File: config.mk
export PLATFORM = sky130hd
export DESIGN_NAME = lwx_core
export DESIGN_NICKNAME = d
export VERILOG_FILES = /design/src/lwx_pkg.sv /design/src/lwx_dec_if.sv /design/src/lwx_core.sv /design/src/lwx_decoder.sv
export VERILOG_INCLUDE_DIRS = /design/src
export SDC_FILE = /design/constraint.sdc
export NUM_CORES = 1
export LEC_CHECK = 0
export ABC_CLOCK_PERIOD_IN_PS = 2700
export CAP_MARGIN = 20
export CORE_MARGIN = 2
export CORE_UTILIZATION = 67
export DETAILED_ROUTE_END_ITERATION = 10
export DONT_BUFFER_PORTS = 1
export GPL_TIMING_DRIVEN = 0
export PLACE_DENSITY = 0.83
export SYNTH_ARGS = -nofsm -noshare
export SYNTH_HDL_FRONTEND = slang
export SYNTH_SLANG_ARGS = --single-unit
export TNS_END_PERCENT = 100
File: constraint.sdc
create_clock -name clk -period 2.7 [get_ports clk]
set_input_delay 0.27 -clock clk [delete_from_list [all_inputs] [get_ports clk]]
set_output_delay 0.27 -clock clk [all_outputs]
set_load 0.005 [all_outputs]
File: src/lwx_cfg.svh
// constants for the latch-write, skip and xor decoder
// Function
// - latch-write opcode: top nibble 1010, next nibble 01tx, low byte is file address.
// - table latch is two separately written bytes; one cycle; status untouched.
// - test-skip: zero file register discards next fetched word, runs a nop cycle.
// - xor-literal: working register xor literal back into working register.
// - xor-literal opcode upper byte is 1011 0100; low byte is the literal.
// - xor-file: result to working register when d=0, file register when d=1.
// - xor-file opcode upper byte is 0000 110d; low byte addresses the file.
// - latch-read copies high or low latch byte to file; latch unchanged.
`ifndef LWX_CFG_SVH
`define LWX_CFG_SVH
`define LWX_OP_LATCH_HI 4'ha
`define LWX_LW_SUB 2'h1
`define LWX_LR_SUB 2'h0
`define LWX_OP_SKIP 8'h33
`define LWX_OP_XORL 8'hb4
`define LWX_OP_XORF 7'h06
`define LWX_T_BIT 9
`define LWX_D_BIT 8
`define LWX_LATCH_RST 16'h0000
`define LWX_LATCH_HI_RST 8'h00
`define LWX_LATCH_LO_RST 8'h00
`define LWX_WORKING_REGISTER_RST 8'h00
`endif

File: src/lwx_pkg.sv
// types for the latch-write, skip and xor decoder
package lwx_pkg;
  typedef enum logic [2:0] {LWX_NONE, LWX_LWRITE, LWX_LREAD, LWX_SKIP, LWX_XORL, LWX_XORF} lwx_op_t;
endpackage

File: src/lwx_dec_if.sv
// decoded instruction carrier
`timescale 1ns/1ns
`default_nettype none
interface lwx_dec_if;
  import lwx_pkg::*;
  lwx_op_t op;
  logic selBit;
  logic [7:0] lowByte;
  modport src (output op, output selBit, output lowByte);
  modport dst (input op, input selBit, input lowByte);
endinterface
`default_nettype wire

File: src/lwx_core.sv
// execute stage for latch write/read, test-skip and xor
`timescale 1ns/1ns
`default_nettype none
`include "lwx_cfg.svh"
module lwx_core
  import lwx_pkg::*;
(
  input wire logic clk,
  input wire logic rst_n,
  input wire logic instrValid,
  input wire logic [15:0] instr,
  input wire logic [7:0] fileRdData,
  output logic [7:0] fileAddr,
  output logic [7:0] fileWrData,
  output logic fileWrEn,
  output logic [7:0] workReg,
  output logic [15:0] tableLatch,
  output logic discardNext
);
  lwx_dec_if dec();
  lwx_decoder u_dec (.instr(instr), .dec(dec));

  logic [7:0] tableLatchHigh_reg, tableLatchLow_reg, working_register_reg;
  logic [7:0] fileWrData_reg;
  logic fileWrEn_reg, skip_reg;
  wire nopCycle = skip_reg;
  wire go = instrValid && !nopCycle;
  wire doLw = go && dec.op == LWX_LWRITE;
  wire doLr = go && dec.op == LWX_LREAD;
  wire doSkip = go && dec.op == LWX_SKIP && fileRdData == 8'h00;
  wire doXorl = go && dec.op == LWX_XORL;
  wire doXorf = go && dec.op == LWX_XORF;
  wire [7:0] xorFile = working_register_reg ^ fileRdData;
  wire [7:0] latchByte = dec.selBit ? tableLatchHigh_reg : tableLatchLow_reg;
  wire [7:0] working_register_next = doXorl ? (working_register_reg ^ dec.lowByte) :
                         (doXorf && !dec.selBit) ? xorFile : working_register_reg;
  wire fileWr_next = doLr || (doXorf && dec.selBit);
  wire [7:0] fileData_next = doLr ? latchByte : xorFile;

  assign fileAddr = dec.lowByte;

  always_ff @(posedge clk or negedge rst_n)
  begin
    if (!rst_n)
    begin
      tableLatchHigh_reg <= `LWX_LATCH_HI_RST;
      tableLatchLow_reg <= `LWX_LATCH_LO_RST;
      working_register_reg <= `LWX_WORKING_REGISTER_RST;
      skip_reg <= 1'b0;
      fileWrEn_reg <= 1'b0;
      fileWrData_reg <= 8'h00;
    end
    else
    begin
      if (doLw && dec.selBit)
        tableLatchHigh_reg <= fileRdData;
      if (doLw && !dec.selBit)
        tableLatchLow_reg <= fileRdData;
      working_register_reg <= working_register_next;
      skip_reg <= doSkip;
      fileWrEn_reg <= fileWr_next;
      fileWrData_reg <= fileData_next;
    end
  end

  assign fileWrEn = fileWrEn_reg;
  assign fileWrData = fileWrData_reg;
  assign workReg = working_register_reg;
  assign tableLatch = {tableLatchHigh_reg, tableLatchLow_reg};
  assign discardNext = skip_reg;

  chk_skip_nop: assert property (@(posedge clk) disable iff (!rst_n)
    doSkip |=> discardNext && !fileWrEn) else $error("skip did not discard");
  chk_skip_one: assert property (@(posedge clk) disable iff (!rst_n)
    discardNext |=> !discardNext) else $error("skip longer than one cycle");
  chk_xorl_working_register: assert property (@(posedge clk) disable iff (!rst_n)
    doXorl |=> workReg == ($past(working_register_reg) ^ $past(dec.lowByte))) else $error("xor literal wrong");
  chk_xorl_code: assert property (@(posedge clk) disable iff (!rst_n)
    (dec.op == LWX_XORL) |-> instr[15:8] == 8'hb4) else $error("xor literal decode");
  chk_xorf_dest: assert property (@(posedge clk) disable iff (!rst_n)
    (doXorf && dec.selBit) |=> fileWrEn && fileWrData == $past(xorFile) && workReg == $past(working_register_reg))
    else $error("xor file dest wrong");
  chk_xorf_code: assert property (@(posedge clk) disable iff (!rst_n)
    (dec.op == LWX_XORF) |-> instr[15:9] == 7'h06) else $error("xor file decode");
  chk_lw_byte: assert property (@(posedge clk) disable iff (!rst_n)
    (doLw && !dec.selBit) |=> tableLatch == {$past(tableLatchHigh_reg), $past(fileRdData)})
    else $error("latch low write wrong");
  chk_lw_code: assert property (@(posedge clk) disable iff (!rst_n)
    (dec.op == LWX_LWRITE) |-> instr[15:10] == 6'h29) else $error("latch write decode");
  chk_lw_high: assert property (@(posedge clk) disable iff (!rst_n)
    (doLw && dec.selBit) |=> tableLatch == {$past(fileRdData), $past(tableLatchLow_reg)})
    else $error("latch high write wrong");
  chk_lr_keep: assert property (@(posedge clk) disable iff (!rst_n)
    doLr |=> fileWrEn && fileWrData == $past(latchByte) && $stable(tableLatch))
    else $error("latch read wrong");
endmodule
`default_nettype wire

File: src/lwx_decoder.sv
// opcode decoder
`timescale 1ns/1ns
`default_nettype none
`include "lwx_cfg.svh"
module lwx_decoder
  import lwx_pkg::*;
(
  input wire logic [15:0] instr,
  lwx_dec_if.src dec
);
  wire isLw = (instr[15:12] == `LWX_OP_LATCH_HI) && (instr[11:10] == `LWX_LW_SUB);
  wire isLr = (instr[15:12] == `LWX_OP_LATCH_HI) && (instr[11:10] == `LWX_LR_SUB);
  wire isSkip = instr[15:8] == `LWX_OP_SKIP;
  wire isXorl = instr[15:8] == `LWX_OP_XORL;
  wire isXorf = instr[15:9] == `LWX_OP_XORF;
  assign dec.op = isLw ? LWX_LWRITE : isLr ? LWX_LREAD : isSkip ? LWX_SKIP :
                  isXorl ? LWX_XORL : isXorf ? LWX_XORF : LWX_NONE;
  assign dec.selBit = isXorf ? instr[`LWX_D_BIT] : instr[`LWX_T_BIT];
  assign dec.lowByte = instr[7:0];
endmodule
`default_nettype wire

==> reports/qor.csv, run 1 <==
metric,value,unit
status,finished clean,
rsz0062_at_grt,false,
cts_tree,yes,
grt-ovfl-total,0,
total_power,0.00104,W
dpl.hpwl,2820,um
wl_per_cell,19.6,um
slew_headroom,51.9,%
cts.clk_slew.worst_paths,0.10,ns
crit_arrival,2.17,ns
finalSetupViolCount,0,
yosysTopAreaCellShare,46.7,%
antenna_found_initial,0,
startpoint_type,flop,
hold_depth,1,
hold_class,in2reg,
nets,190,
firstDrtPassIters,4,
syn_nets,181,
die_h,56.1,um
final.setup_skew,0.0128,ns
tightestPinTransition,0.722,ns
synth_area_per_cell,11.8,sq um
power_density,536,nW/um^2
coreArea,2520,sq um
wl,3800,um
root_buffer,clkbuf_4,
fin_crit,1.91,ns
synth_cell_types,32,
synth_top_cell_by_area,dfrtp_1,
slowest_stage,nand4_2,
io_pins,69,
crit_buf_inv,0,
synth_cells,154,
cp_top_family,simple AND/OR/NAND/NOR gates,
drive_above_1_share,27.4,%
worstSetupPathType,reg2reg,
cts_sinks,34,
finalHoldViolations,0,
postCtsHoldBufs,2,
critPathLaunch,discardNext,
port_buffers,0,
synth_area_leaders,"dfrtp_1 (47%), mux2_2 (9.3%), mux2i_1 (8.8%)",
drc,0,
clkLatencyLatePin,0.34,ns
worstReg2RegStart,discardNext,
slowest_delay,0.43,ns
area_growth,6.73,%
grt_pass1_vias,1321,
num-fill-cells,169,
track_usage,25.9,%
cts_buffer_depth,2,
path_cells,nor2b_1 -> nand4_2 -> mux2i_1 -> nor3_1 -> xor2_1,
antenna_cells,0,
globalplace.congestion,0.868,
cts_resized,0,
place_ws,0.788,ns
cap_violations,0,
min_period_over_period,70.8,%
critPathRequiredTime,2.96,ns
cp_max_fo,8,
die_w,56.1,um
vias,1249,
ys_seq_elements,34,
grt_max_degree,35,
ys_warn_count,0,
grt_pass1_wl,6200,um
tns,0,ns
cts_made_buffers,5,
via_per_inst,6.44,
final_util,77.1,%
fp.dieArea,3150,sq um
irDropWorstVdd,0.475,mV
end_kind,flop,
synth_area,1820,sq um
hp-start,fileRdData[0],
reg2reg_depth,5,
final_max_slew_viol_count,0,
worst-path-stages,5,
setup_ws,0.789,ns
ant_nets,0,
initial_core_util,72.2,%
p_leak,0.993,nW
drtIter0Drc,31,
rows,18,
ys_seq_area_share,46.7,%
fmax,523,MHz
cts-htree-levels,2,
post_cts_buffers,0,
==> report_power, final <==
part / leakage, nW / total (W) / switching, W / internal, W
logic: 0.515 / 0.000133 / 0.0000608 / 0.0000723
registers: 0.445 / 0.000633 / 0.0000602 / 0.000573
clock network: 0.0322 / 0.000276 / 0.000174 / 0.000102
==> placed cells by master, fill, tap and decap left out, types with 2 or more instances in the layout <==
cell type / count
o21ai_0: 8
and4bb_2: 2
dfrtp_1: 34
mux2_2: 15
mux2i_1: 16
nand2_1: 11
nand4_1: 2
nor3_1: 8
nand2b_1: 2
buf_4: 8
xor2_1: 16
nor2b_1: 4
nor4_1: 2
clkbuf_4: 5
a21oi_1: 2
nor3b_2: 2
nand3_1: 4
nor2_1: 3
==> per-stage QoR <==
stage	hold WS (ns)	instance area, sq um	std cells
CTS	0.0594	1940	194
floorplan	-0.0256	1820	154
finish	0.0652	1940	194
global route	0.0452	1940	194
global placement	-0.0245	1860	184
detailed placement	-0.0247	1860	184
==> routing by layer <==
metal  vias up  GRT usage (%)  part of all wire (%)
li1        562              -                     -
met1       610           27.8                    37
met2        71           45.7                    52
met3         6           10.9                   8.9
met4         0           8.50                   1.6
met5         -              0                     0
==> area by class of cell <==
cell class | count | area, sq um | area share [%]
repair buffers | 2 | 30.0 | 1.54
clock buffers | 6 | 41.3 | 2.12
multi-input cells | 109 | 898 | 46.2
plain buffers | 10 | 68.8 | 3.54
inverters | 1 | 3.75 | 0.193
well taps | 30 | 37.5 | 1.93
clock inverters | 2 | 13.8 | 0.708
flip-flops and latches | 34 | 851 | 43.8
==> cells in the mapped netlist <==
library cell	count
a21oi_1	2
a22oi_1	1
a41oi_2	1
and3b_1	1
and3b_2	1
and4b_4	1
and4bb_2	2
buf_1	1
buf_4	8
clkbuf_2	1
dfrtp_1	34
inv_1	1
mux2_1	1
mux2_2	15
mux2i_1	16
nand2_1	11
nand2b_1	2
nand3_1	4
nand4_1	2
nand4_2	1
nand4_4	1
nor2_1	3
nor2_2	1
nor2b_1	4
nor3_1	8
nor3b_2	2
nor4_1	2
o211ai_4	1
o21ai_0	8
o21ai_2	1
o21ai_4	1
xor2_1	16
==> cells by family after synthesis <==
logic type	count (synthesis)	share of synthesized area (%)
buffers and inverters	11	3.98
AOI/OAI and AO/OA	15	6.59
muxes	32	18.7
DFF	34	46.7
and+or+nand+nor	46	16.3
xor gates and xnor gates	16	7.69
==> worst paths after layout <==
check / endpoint / slack (ns)
worst max register to register: workReg[2] / 0.79
worst min register to register: workReg[0] / 0.54
worst min-delay path: tableLatchLow_reg[0] / 0.07
max in group asynchronous: fileWrData[3] / 2.14
worst max-delay path: workReg[2] / 0.79
min in group asynchronous: workReg[1] / 0.39
(Power assumes the default switching activity.)
==> run 2: changes to the inputs <==
- ABC_CLOCK_PERIOD_IN_PS: 2700 -> 2000
- CORE_UTILIZATION: 67 -> 62
- PLACE_DENSITY: 0.83 -> 0.78
- clock period: 2.7 -> 2 ns (I/O delays scaled with it)
==> reports/qor.csv, run 2 (synthesized netlist as in run 1, its figures left out) <==
metric,value,unit
globalplace.congestion,0.908,
fmax,576,MHz
fin_area,2050,sq um
status,finished clean,
multi_input_area,910,sq um
hold_class,in2reg,
firstDrtPassIters,4,
fin_crit,1.74,ns
cap_violations,0,
cp_top_family,simple AND/OR/NAND/NOR gates,
tightestPinTransition,0.802,ns
drtIter0Drc,33,
antenna_found_initial,0,
final_max_slew_viol_count,0,
clkLatencyLatePin,0.34,ns
finalSetupViolCount,0,
worst-path-stages,5,
final_cell_mix,"dfrtp_1 (34), mux2i_1 (16), xor2_1 (16)",
cts-htree-levels,2,
slew_headroom,46.6,%
cts_buffer_depth,2,
r2r_slack,0.26,ns
dp.cells,185,
p_leak,1.03,nW
rsz0062_at_grt,false,
final.setup_skew,0.00731,ns
port_buffers,0,
crit_end,fileWrData[1],
cts_made_buffers,5,
critPathLaunch,discardNext,
grt_max_degree,35,
grt_pass1_wl,6040,um
root_buffer,clkbuf_4,
cp_max_fo,10,
tns,0,ns
finalHoldViolations,0,
initial_core_util,65.5,%
rows,19,
dpl.hpwl,2740,um
total_power,0.00157,W
worstReg2RegStart,discardNext,
slowest_stage,dfrtp_1,
mostFrequentLayoutCell,dfrtp_1,
cts_tree,yes,
coreArea,2780,sq um
critPathRequiredTime,2.21,ns
wl,4010,um
worstReg2RegEnd,fileWrData[1],
grt-ovfl-total,0,
crit_arrival,1.95,ns
nets,197,
track_usage,24.5,%
end_kind,flop,
drive_above_1_share,27.1,%
placed_area,1860,sq um
io_pins,69,
irDropWorstVdd,0.615,mV
vias,1238,
reg2reg_depth,5,
crit_buf_inv,1,
slowest_delay,0.42,ns
grt_pass1_vias,1244,
antenna_cells,0,
wl_per_cell,19.9,um
cts_sinks,34,
ant_nets,0,
path_cells,nor2b_2 -> nand3_1 -> buf_1 -> nand2_1 -> o21ai_0,
drc,0,
power_density,762,nW/um^2
die_w,58.2,um
via_per_inst,6.16,
num-fill-cells,193,
cts.clk_slew.worst_paths,0.10,ns
min_period_over_period,86.8,%
worstSetupPathType,reg2reg,
area_growth,12.7,%
finalNonFillerCells,201,
die_h,58.2,um
fp.dieArea,3390,sq um
startpoint_type,flop,
layout.area.seq,851,sq um
[run 2: cell count changes in the layout (fill, tap and decap cells not counted), sizes merged]
| cell | previous run | this run |
|---|---|---|
| dlygate4sd3 | 1 | 8 |
| clkinv | 2 | 0 |
| bufinv | 0 | 1 |
[run 2: routing by layer]
metal | wire (um) | GRT usage, % | vias to the layer above
li1 | - | - | 578
met3 | 255 | 9.15 | 7
met5 | 0 | 0 | -
met2 | 2100 | 41.7 | 52
met4 | 81 | 8.97 | 0
met1 | 1570 | 28.2 | 601
[run 2: worst min-delay path by stage]
stage | from | endpoint | cells past startpoint
6_report | fileRdData[2] | tableLatchHigh_reg[2] | 1
5_1_grt | fileRdData[7] | tableLatchHigh_reg[7] | 1
4_1_cts | fileRdData[0] | tableLatchLow_reg[0] | 1
3_5_place_dp | rst_n | fileWrData[2] | 0
3_3_place_gp | rst_n | fileWrData[2] | 0
2_1_floorplan | rst_n | discardNext | 0
[run 2: layout make-up]
class	instances	area share, %
plain buffers	10	3.35
clock buffers	6	2.50
clock inverters	1	1.46
inverters	1	0.183
multi-input cells	109	44.3
flip-flops and latches	34	41.4
well taps	31	1.89
repair buffers	9	4.88
[run 2: metrics by stage]
stage | hold slack [ns] | util, % | worst slack (ns)
after floorplan | -0.0956 | - | 0.420
after global placement | -0.0949 | 66.9 | 0.198
after detailed placement | -0.0949 | 66.9 | 0.123
after CTS | 0.0000465 | 71.6 | 0.0848
after global routing | 0.00377 | 73.8 | 0.115
final | 0.0120 | 73.8 | 0.265
[run 2: worst register-to-register path: cells and delay by family (launching register included)]
kind / cells / cell delay [ns]
buffers and inverters: 1 / 0.34
AO/OA/AOI/OAI: 1 / 0.09
flip-flops: 1 / 0.42
AND/OR/NAND/NOR: 3 / 0.77
[run 2: power by group]
group	total, W	switching, W	internal [W]	leakage [nW]
logic	0.000196	0.0000887	0.000107	0.539
clock network	0.000517	0.000226	0.000291	0.0443
registers	0.000853	0.0000797	0.000773	0.445
total	0.00157	0.000394	0.00117	1.03
[run 2: timing repair]
| action | in CTS | in global routing |
|---|---|---|
| buffers inserted | 0 | 0 |
| endpoints found under the setup margin | 0 | 16 |
| hold buffers | 4 | 5 |
| resized for setup | 0 | 2 |
| hold endpoints to repair | 37 | 7 |
==> run 3: changes to the inputs <==
- CORE_UTILIZATION: 62 -> 57
- MAX_ROUTING_LAYER: not set -> met4
- PLACE_DENSITY: 0.78 -> 0.72
==> reports/qor.csv, run 3 (synthesized netlist as in run 1, its figures left out) <==
metric,value,unit
status,finished clean,
cts_sinks,34,
drive_above_1_share,27.4,%
drc,0,
track_usage,24.5,%
cts.clk_slew.worst_paths,0.10,ns
worstSetupPathType,reg2reg,
antenna_found_initial,0,
grt_max_degree,35,
clkLatencyLatePin,0.33,ns
nets,192,
firstDrtPassIters,4,
io_pins,69,
drtIter0Drc,74,
fin_crit,1.76,ns
fp.dieArea,3660,sq um
cts_buffer_depth,2,
cts_made_buffers,5,
cap_violations,0,
rsz0062_at_grt,false,
wl,4090,um
cts_tree,yes,
tightestPinTransition,0.738,ns
vias,1243,
port_buffers,0,
dpl.hpwl,2930,um
die_w,60.5,um
final_cell_mix,"dfrtp_1 (34), mux2i_1 (16), xor2_1 (16)",
power_density,711,nW/um^2
placed_area,1880,sq um
min_period_over_period,88.2,%
crit_arrival,1.96,ns
die_h,60.5,um
whs,0.0203,ns
mostFrequentLayoutCell,dfrtp_1,
fmax,567,MHz
post_cts_buffers,0,
irDropWorstVdd,0.544,mV
antenna_cells,0,
finalSetupViolCount,0,
initial_core_util,59.7,%
startpoint_type,flop,
coreArea,3050,sq um
cp_max_fo,10,
finalHoldViolations,0,
grt_pass1_vias,1297,
ant_nets,0,
cts-htree-levels,2,
slew_headroom,50.8,%
fin_area,1990,sq um
root_buffer,clkbuf_4,
grt-ovfl-total,0,
rows,20,
tns,0,ns
wl_per_cell,19.7,um
final_util,65.2,%
final.setup_skew,0.0118,ns
via_per_inst,5.98,
end_kind,flop,
area_growth,9.20,%
p_leak,0.993,nW
critPathRequiredTime,2.20,ns
hold_class,in2reg,
globalplace.congestion,0.951,
final_max_slew_viol_count,0,
grt_pass1_wl,6200,um
run 3: changes by cell type in the layout (fill, tap and decap cells not counted), sizes merged:
cell,before,now
bufinv,1,0
dlygate4sd3,8,3
run 3: layout make-up:
class,count,area (sq um)
Buffer,10,68.8
Clock buffer,6,51.3
Fill cell,253,1060
Inverter,1,3.75
Multi-Input combinational cell,109,910
Sequential cell,34,851
Tap cell,44,55.1
Timing Repair Buffer,4,50.0
run 3: power by group:
group | internal (W) | switching (W) | total, W
Clock | 0.000158 | 0.000212 | 0.000371
Combinational | 0.000101 | 0.0000865 | 0.000187
Sequential | 0.000773 | 0.0000835 | 0.000857
run 3: critical path, stage by stage (launching register included):
cell	delay, ns
dfrtp_1	0.42
nor2b_2	0.29
nand3_1	0.36
buf_1	0.34
nand2_1	0.12
o21ai_0	0.09
run 3: worst paths after layout:
kind,start,to,slack [ns],depth (start not counted)
worst max register to register,discardNext,fileWrData[2],0.24,5
max in group asynchronous,rst_n,tableLatchLow_reg[2],1.51,2
worst min-delay path,fileRdData[5],tableLatchHigh_reg[5],0.02,1
min in group asynchronous,rst_n,discardNext,0.30,2
worst max-delay path,discardNext,fileWrData[2],0.24,5
worst min register to register,workReg[1],workReg[1],0.55,1
run 3: stage by stage:
stage | power (W) | std cells | setup WS (ns)
finish | 0.00141 | 208 | 0.235
global route | 0.00148 | 208 | 0.145
CTS | 0.00142 | 207 | 0.0395
detailed placement | 0.00103 | 198 | 0.0525
global placement | 0.00102 | 198 | 0.151
floorplan | 0.000989 | 154 | 0.420
run 3: repair_timing:
item	CTS	global route
gates resized for setup	0	2
endpoints found under the setup margin	0	8
endpoints found under the hold margin	35	1
hold buffers	3	1
run 3: routing by layer:
metal,vias to the layer above,routed length (um),GRT usage (%),share of wire [%]
li1,564,-,-,-
met1,608,1590,26.0,39
met2,64,2120,39.8,52
met3,7,324,9.17,7.9
met4,0,57,13.0,1.4
met5,-,0,-,0
